[config.mk]
export PLATFORM = sky130hd
export DESIGN_NAME = wdt_timer
export DESIGN_NICKNAME = d
export VERILOG_FILES = /design/src/rtl/wdt_timer.v
export VERILOG_INCLUDE_DIRS = /design/src /design/src/rtl
export SDC_FILE = /design/constraint.sdc
export NUM_CORES = 1
export LEC_CHECK = 0
export ABC_AREA = 1
export BUFFER_PORTS_ARGS = -buffer_cell sky130_fd_sc_hd__buf_4
export CAP_MARGIN = 20
export CORE_ASPECT_RATIO = 0.6
export CORE_MARGIN = 2
export CORE_UTILIZATION = 45
export DETAILED_ROUTE_END_ITERATION = 7
export PLACE_DENSITY_LB_ADDON = 0.2
export SYNTH_ARGS = -nofsm -noshare
export SYNTH_HDL_FRONTEND = slang
export SYNTH_SLANG_ARGS = --single-unit
[constraint.sdc]
create_clock -name mclk -period 1.96 [get_ports mclk]
set_input_delay 0.196 -clock mclk [delete_from_list [all_inputs] [get_ports mclk]]
set_output_delay 0.196 -clock mclk [all_outputs]
set_load 0.02 [all_outputs]
[src/rtl/wdt_regs.vh]
/*
 Register offsets, field positions, reset values, keys and timing counts
 of the watchdog / interval timer. Assumes inclusion once per unit.
*/
`ifndef WDT_REGS_VH
`define WDT_REGS_VH
// ==========================================
// Addresses (lower 16 bits)
`define WDT_ADDR_CTRL_WR   16'hFFBC
`define WDT_ADDR_CTRL_RD   16'hFFBC
`define WDT_ADDR_COUNT_RD  16'hFFBD
`define WDT_ADDR_RST_WR    16'hFFBE
`define WDT_ADDR_RST_RD    16'hFFBF
// ==========================================
// Write keys
`define WDT_KEY_COUNT      8'h5A
`define WDT_KEY_CTRL       8'hA5
`define WDT_KEY_RST_FLAG   8'hA5
`define WDT_KEY_RST_CFG    8'h5A
// ==========================================
// Fields and reset values
`define WDT_BIT_FLAG       7
`define WDT_BIT_MODE       6
`define WDT_BIT_RUN        5
`define WDT_BIT_CHIP_RESET_ON_OVERFLOW       6
`define WDT_BIT_RESET_TYPE_SELECT       5
`define WDT_CTRL_RESET     8'h18
`define WDT_RST_RESET      8'h1F
`define WDT_COUNT_RESET    8'h00
// ==========================================
// Timing in system clock states
`define WDT_PIN_STATES_RST   132
`define WDT_PIN_STATES_NORST 130
`define WDT_IRST_STATES      518
`endif

[src/rtl/wdt_timer.v]
/*
 Watchdog / interval timer: 8-bit counter on a prescaled tap, keyed word
 writes, overflow pin, interval request and internal reset request.
 Assumes a CPU bus with one-cycle read/write strobes and a word flag; the
 reset and interrupt controllers act on the request outputs outside.
*/
// Function
// - Counter advances on selected tap while running
// - Wrap drives pin or interval request
// - Counter zero on reset, standby, stop
// - Control register 0x18 on reset, standby
// - Interval flag set only in interval mode
// - Interval flag cleared by read-then-write-zero
// - Mode bit chooses request or pin
// - Run bit halts and zeroes counter
// - Reserved bits read one, writes ignored
// - Select decodes eight divide taps
// - Reset control init only by pin reset
// - Watchdog flag set only in watchdog mode
// - Watchdog flag cleared by read-then-write-zero
// - Chip reset enable; local reset on every watchdog-mode overflow
// - Reset type power-on or manual
// - Count/control accept word writes only
// - High byte key picks count or control
// - Reset control accepts word writes only
// - Key A5 with 00 clears watchdog flag
// - Key 5A writes reset enable, type
// - Pin low 132 or 130 states
// - Internal reset held 518 states
`include "wdt_regs.vh"
`default_nettype none
module wdt_timer
(
   input wire mclk,
   input wire rst_n,
   input wire hw_standby,
   input wire [15:0] bus_addr,
   input wire [15:0] bus_wdata,
   input wire bus_wr,
   input wire bus_rd,
   input wire bus_word,
   output reg [7:0] bus_rdata,
   output reg overflow_pin_n,
   output reg interval_irq,
   output reg chip_reset_req,
   output reg chip_reset_manual
);
   // ==========================================
   // State
   reg [7:0] count_reg;
   reg flag_reg;
   reg mode_reg;
   reg run_reg;
   reg [2:0] sel_reg;
   reg wflag_reg;
   reg chip_reset_on_overflow_reg;
   reg reset_type_select_reg;
   reg flag_seen_reg;
   reg wflag_seen_reg;
   reg [16:0] pre_reg;
   reg [8:0] pin_cnt_reg;
   reg [9:0] irst_cnt_reg;
   reg local_rst_reg;
   wire standby_clr;
   wire tick;
   wire wrap;
   wire pin_busy;
   wire wr_ctl;
   wire wr_rst;
   wire [7:0] ctrl_view;
   wire [7:0] rst_view;
   wire [1:0] pin_raw;
   wire [1:0] pin_flt;
   wire pin_rst_n;
   wire pin_standby;
   genvar gi;

   // Selected prescaler tap mask; a tick fires when masked bits are all one
   // divide tap decode
   function [16:0] tap_mask;
      input [2:0] s;
      begin
         case (s)
            3'h0: tap_mask = 17'h00001;
            3'h1: tap_mask = 17'h0003F;
            3'h2: tap_mask = 17'h0007F;
            3'h3: tap_mask = 17'h001FF;
            3'h4: tap_mask = 17'h007FF;
            3'h5: tap_mask = 17'h01FFF;
            3'h6: tap_mask = 17'h07FFF;
            default: tap_mask = 17'h1FFFF;
         endcase
      end
   endfunction

   // ==========================================
   // Pin synchronisers: a level counts once the last two flops agree
   assign pin_raw = {hw_standby, rst_n};
   generate
      for (gi = 0; gi < 2; gi = gi + 1)
      begin : g_pin_sync
         reg sync1_reg;
         reg sync2_reg;
         reg sync3_reg;
         reg flt_reg;
         // Costs four to five cycles before reset or standby acts
         always @(posedge mclk)
         begin
            sync1_reg <= pin_raw[gi];
            sync2_reg <= sync1_reg;
            sync3_reg <= sync2_reg;
            if (sync2_reg == sync3_reg)
               flt_reg <= sync3_reg;
         end
         assign pin_flt[gi] = flt_reg;
      end
   endgenerate
   assign pin_rst_n = pin_flt[0];
   assign pin_standby = pin_flt[1];

   assign standby_clr = ~pin_rst_n | pin_standby;
   assign tick = run_reg & ((pre_reg & tap_mask(sel_reg)) == tap_mask(sel_reg));
   assign wrap = tick & (count_reg == 8'hFF);
   // Writes are locked out while the pin is low
   assign pin_busy = ~overflow_pin_n;
   assign wr_ctl = bus_wr & bus_word & ~pin_busy & (bus_addr == `WDT_ADDR_CTRL_WR);
   assign wr_rst = bus_wr & bus_word & ~pin_busy & (bus_addr == `WDT_ADDR_RST_WR);
   assign ctrl_view = {flag_reg, mode_reg, run_reg, 2'b11, sel_reg};
   assign rst_view = {wflag_reg, chip_reset_on_overflow_reg, reset_type_select_reg, 5'h1F};

   // ==========================================
   // Prescaler: free runs, cleared while halted so the first tap is full
   always @(posedge mclk)
   begin
      if (standby_clr | ~run_reg)
         pre_reg <= 17'h00000;
      else
         pre_reg <= pre_reg + 17'h00001;
   end

   // ==========================================
   // Counter and control register
   always @(posedge mclk)
   begin
      if (standby_clr | local_rst_reg)
      begin
         count_reg <= `WDT_COUNT_RESET;
         flag_reg <= 1'b0;
         mode_reg <= 1'b0;
         run_reg <= 1'b0;
         sel_reg <= 3'h0;
         flag_seen_reg <= 1'b0;
      end
      else
      begin
         // Read of flag at one arms the clear
         if (bus_rd & (bus_addr == `WDT_ADDR_CTRL_RD) & flag_reg)
            flag_seen_reg <= 1'b1;
         // keyed count write, wins over increment
         if (wr_ctl & (bus_wdata[15:8] == `WDT_KEY_COUNT))
            count_reg <= bus_wdata[7:0];
         else if (~run_reg)
            count_reg <= 8'h00;
         else if (tick)
            count_reg <= count_reg + 8'h01;
         if (wr_ctl & (bus_wdata[15:8] == `WDT_KEY_CTRL))
         begin
            mode_reg <= bus_wdata[`WDT_BIT_MODE];
            run_reg <= bus_wdata[`WDT_BIT_RUN];
            sel_reg <= bus_wdata[2:0];
         end
         // set in interval mode only, set beats clear
         if (wrap & ~mode_reg)
         begin
            flag_reg <= 1'b1;
            // A set that meets a pending clear needs a fresh read
            flag_seen_reg <= 1'b0;
         end
         // clear after read, writing one has no effect
         else if (wr_ctl & (bus_wdata[15:8] == `WDT_KEY_CTRL) & ~bus_wdata[`WDT_BIT_FLAG] & flag_seen_reg)
         begin
            flag_reg <= 1'b0;
            flag_seen_reg <= 1'b0;
         end
      end
   end

   // ==========================================
   // Reset control register: only the external reset initialises it
   always @(posedge mclk)
   begin
      if (~pin_rst_n)
      begin
         wflag_reg <= 1'b0;
         chip_reset_on_overflow_reg <= 1'b0;
         reset_type_select_reg <= 1'b0;
         wflag_seen_reg <= 1'b0;
      end
      else
      begin
         // Reads are not recognised while the pin is low
         if (bus_rd & ~pin_busy & (bus_addr == `WDT_ADDR_RST_RD) & wflag_reg)
            wflag_seen_reg <= 1'b1;
         if (wr_rst & (bus_wdata[15:8] == `WDT_KEY_RST_CFG))
         begin
            chip_reset_on_overflow_reg <= bus_wdata[`WDT_BIT_CHIP_RESET_ON_OVERFLOW];
            reset_type_select_reg <= bus_wdata[`WDT_BIT_RESET_TYPE_SELECT];
         end
         if (wrap & mode_reg)
         begin
            wflag_reg <= 1'b1;
            // A set that meets a pending clear needs a fresh read
            wflag_seen_reg <= 1'b0;
         end
         else if (wr_rst & (bus_wdata == {`WDT_KEY_RST_FLAG, 8'h00}) & wflag_seen_reg)
         begin
            wflag_reg <= 1'b0;
            wflag_seen_reg <= 1'b0;
         end
      end
   end

   // ==========================================
   // Overflow pin and internal reset timing
   always @(posedge mclk)
   begin
      if (standby_clr)
      begin
         pin_cnt_reg <= 9'h000;
         irst_cnt_reg <= 10'h000;
         overflow_pin_n <= 1'b1;
         chip_reset_req <= 1'b0;
         chip_reset_manual <= 1'b0;
         local_rst_reg <= 1'b0;
      end
      else
      begin
         local_rst_reg <= 1'b0;
         if (wrap & mode_reg)
         begin
            overflow_pin_n <= 1'b0;
            pin_cnt_reg <= chip_reset_on_overflow_reg ? 9'd`WDT_PIN_STATES_RST - 9'd1 : 9'd`WDT_PIN_STATES_NORST - 9'd1;
            // counter and control clear on every overflow
            // as the chip reset covers them too
            local_rst_reg <= 1'b1;
            if (chip_reset_on_overflow_reg)
            begin
               chip_reset_req <= 1'b1;
               chip_reset_manual <= reset_type_select_reg;
               irst_cnt_reg <= 10'd`WDT_IRST_STATES - 10'd1;
            end
         end
         else
         begin
            if (pin_cnt_reg != 9'h000)
               pin_cnt_reg <= pin_cnt_reg - 9'h001;
            else
               overflow_pin_n <= 1'b1;
            if (irst_cnt_reg != 10'h000)
               irst_cnt_reg <= irst_cnt_reg - 10'h001;
            else
               chip_reset_req <= 1'b0;
         end
      end
   end

   // ==========================================
   // Interval request follows the flag; read data registered
   always @(posedge mclk)
   begin
      if (~pin_rst_n)
      begin
         interval_irq <= 1'b0;
         bus_rdata <= 8'h00;
      end
      else
      begin
         interval_irq <= flag_reg & ~pin_standby;
         if (bus_rd)
         begin
            case (bus_addr)
               `WDT_ADDR_CTRL_RD: bus_rdata <= ctrl_view;
               `WDT_ADDR_COUNT_RD: bus_rdata <= count_reg;
               `WDT_ADDR_RST_RD: bus_rdata <= rst_view;
               default: bus_rdata <= 8'h00;
            endcase
         end
      end
   end
endmodule // wdt_timer
`default_nettype wire

==> impl_metrics.py <==
metrics = {
    "critical_path": {
        "end_kind": "flip-flop",
        "startpoint_type": "flip-flop",
        "crit_buf_inv": 1,
        "crit_slowest_cell": "dfxtp_2",
        "critPathKind": "flip-flop to flip-flop",
        "path_cells": "ha_2, nand2_2, nor2_4, nand4_2, nor2_4, nand4_2, buf_4, nand2_1, a211oi_1",
        "worst_path_largest_cell_delay_ns": 0.36,
        "cp_data_required_time_ns": 2.17,
        "critPathLaunch": "count_reg[0]",
        "path_max_fanout": 10,
        "regToRegStartpoint": "count_reg[0]",
        "worstPathArrival_ns": 2.01,
        "critPathTopFamily": "simple AND/OR/NAND/NOR gates",
    },
    "die": {
        "die_width_um": 122,
        "die-area_sq_um": 9080,
        "rows": 25,
        "io_pins": 50,
        "initial_core_util_pct": 46.9,
        "coreArea_sq_um": 7980,
        "die_h_um": 74.6,
    },
    "synthesis": {
        "synthesis.nets": 567,
        "syn_area_per_cell_sq_um": 7.12,
        "synth_seq_area_share_pct": 41.2,
        "synth_edf_count": 2,
        "ys_types": 39,
        "synth-async-reset-ratio_pct": 0,
        "yosys_warnings": 0,
        "syn_area_sq_um": 3740,
        "synth-seq-cells": 76,
        "synthFlopType": "dfxtp_1",
        "syn_inst": 525,
    },
    "placed_design": {
        "hpwl_mm": 7.25,
        "place_area_sq_um": 4330,
        "routabilityCongestion": 0.927,
        "place_inst": 691,
        "portBuffers": 49,
    },
    "timing": {
        "fin_crit_sh_pct": 91.6,
        "setup_viol": 0,
        "hold_violations": 0,
        "worst_slew_pin_slew_ns": 0.412,
        "finClkSkew_ns": 0.00279,
        "drv_slew": 0,
        "period_needed_ns": 1.79,
        "fin_tns_setup_ns": 0,
        "rsz0062_at_grt": "false",
        "slew_headroom_pct": 72.5,
        "fmax_mhz": 557,
    },
    "drt": {
        "vias_per_cell": 5.14,
        "drc": 0,
        "num_vias": 3642,
        "wirelength_mm": 9.41,
        "drtIter0Drc": 337,
        "drt_pass1_iterations": 5,
        "wl_per_cell_um": 13.3,
        "ant_nets": 0,
    },
    "global_route": {
        "globalRouteMet2Util_pct": 31.0,
        "grt_use_met1_pct": 33.3,
        "grt_max_degree": 13,
        "grt_antenna_before_repair": 0,
        "grt_first_pass_wirelength_mm": 15.6,
        "overflow": 0,
        "met3_usage_pct": 6.21,
        "top_usage_layer": "met1",
        "grt_pass1_vias": 3313,
        "grt_use_total_pct": 22.2,
    },
    "cells_and_area": {
        "syn2layout_area_growth_pct": 24.3,
        "final_cell_area_sq_um": 4650,
        "largest_reg_flops": 17,
        "final_common_cell": "nand2_1",
        "finalNonFillerCells": 709,
        "diodes": 0,
        "layout.cells.most_common_list": "100 x nand2_1, 72 x dfxtp_1, 66 x inv_1, 66 x nor2_1, 64 x buf_4",
        "fin_nets": 638,
        "drive_gt1_share_pct": 16.8,
    },
    "clock_tree": {
        "clock_sinks": 76,
        "cts.path.max_buffers": 2,
        "cts_tree": "yes",
        "clk_latency_ns": 0.33,
        "cts_buffers": 9,
        "cts.clk_slew.worst_paths_ns": 0.05,
        "root_buffer": "clkbuf_16",
        "htree_levels": 3,
    },
    "min_path": {
        "hp-class": "input pin to flip-flop",
        "min_from": "bus_wdata[0]",
    },
    "power_and_ir_drop": {
        "p_per_area_nw_per_um2": 903,
        "p_leak_uw": 0.00189,
        "vdd_drop_max_v": 0.000497,
    },
    "status": {
        "status": "complete, no violations",
    },
    "run": {
        "drv_cap": 0,
    },
}
[timing repair]
action	4_1_cts	5_1_grt
endpoints found under the hold margin	2	0
buffers inserted	0	0
hold buffers	2	0
resized for setup	0	6
endpoints found under the setup margin	0	15
[cell families (layout without fill, tap and decap cells)]
group,after synthesis,after routing,synth area share (%)
fa+ha+maj,4,4,1.34
flops,76,76,41.2
compound gates,96,96,14.4
xor+xnor,18,18,4.22
buf+inv,77,153,8.16
simple gates,254,254,30.7
[Yosys cell counts (all sizes together), types with 3 or more instances]
library cell  count  area, sq um
o221ai            3         26.3
a21oi            44          224
nor3             11         60.1
nand4            16          113
ha                4         50.1
nor2             74          319
xor2             10         87.6
xnor2             8         70.1
nand3            44          220
inv              69          259
o21ai            30          150
o22ai             4         25.0
buf               6         38.8
a211oi            4         30.0
o211ai            5         37.5
nand2           105          412
dfxtp            74         1480
[metrics by stage]
step	power, uW	util [%]	setup WS (ns)	hold slack, ns
after floorplan	2400	-	0.381	0.224
after global placement	2620	54.3	0.205	0.301
after detailed placement	2620	54.3	0.143	0.302
after CTS	4210	58.1	0.0895	0.161
after global routing	4430	58.3	0.0142	0.158
final	4200	58.3	0.165	0.174
[routing by layer]
metal  vias to the layer above  part of all wire, %
li1                       1874                    -
met1                      1638                   53
met2                       121                   38
met3                         9                  8.4
met4                         0                 0.90
met5                         -                    0
[worst paths after layout]
kind / end / slack [ns] / cells past startpoint
max reg2reg: pin_cnt_reg[3] / 0.17 / 9
min reg2reg: g_pin_sync[1].sync2_reg / 0.33 / 0
min: sel_reg[0] / 0.17 / 3
max: pin_cnt_reg[3] / 0.17 / 9
[report_power, final]
group,internal [uW],switching (uW),leakage [uW]
Clock,978,590,0.000133
Combinational,350,569,0.00114
Sequential,1650,64.3,0.000620
[worst min-delay path: stages]
cell	delay, ns
buf_4	0.11
nor2_1	0.10
a211oi_1	0.05
[cell type report]
| type | count | area (sq um) |
|---|---|---|
| Tap cell | 108 | 135 |
| Timing Repair Buffer | 67 | 520 |
| Sequential cell | 76 | 1540 |
| Fill cell | 744 | 3330 |
| Inverter | 70 | 263 |
| Clock inverter | 3 | 37.5 |
| Clock buffer | 13 | 240 |
| Multi-Input combinational cell | 372 | 1910 |
(Power assumes the default switching activity.)
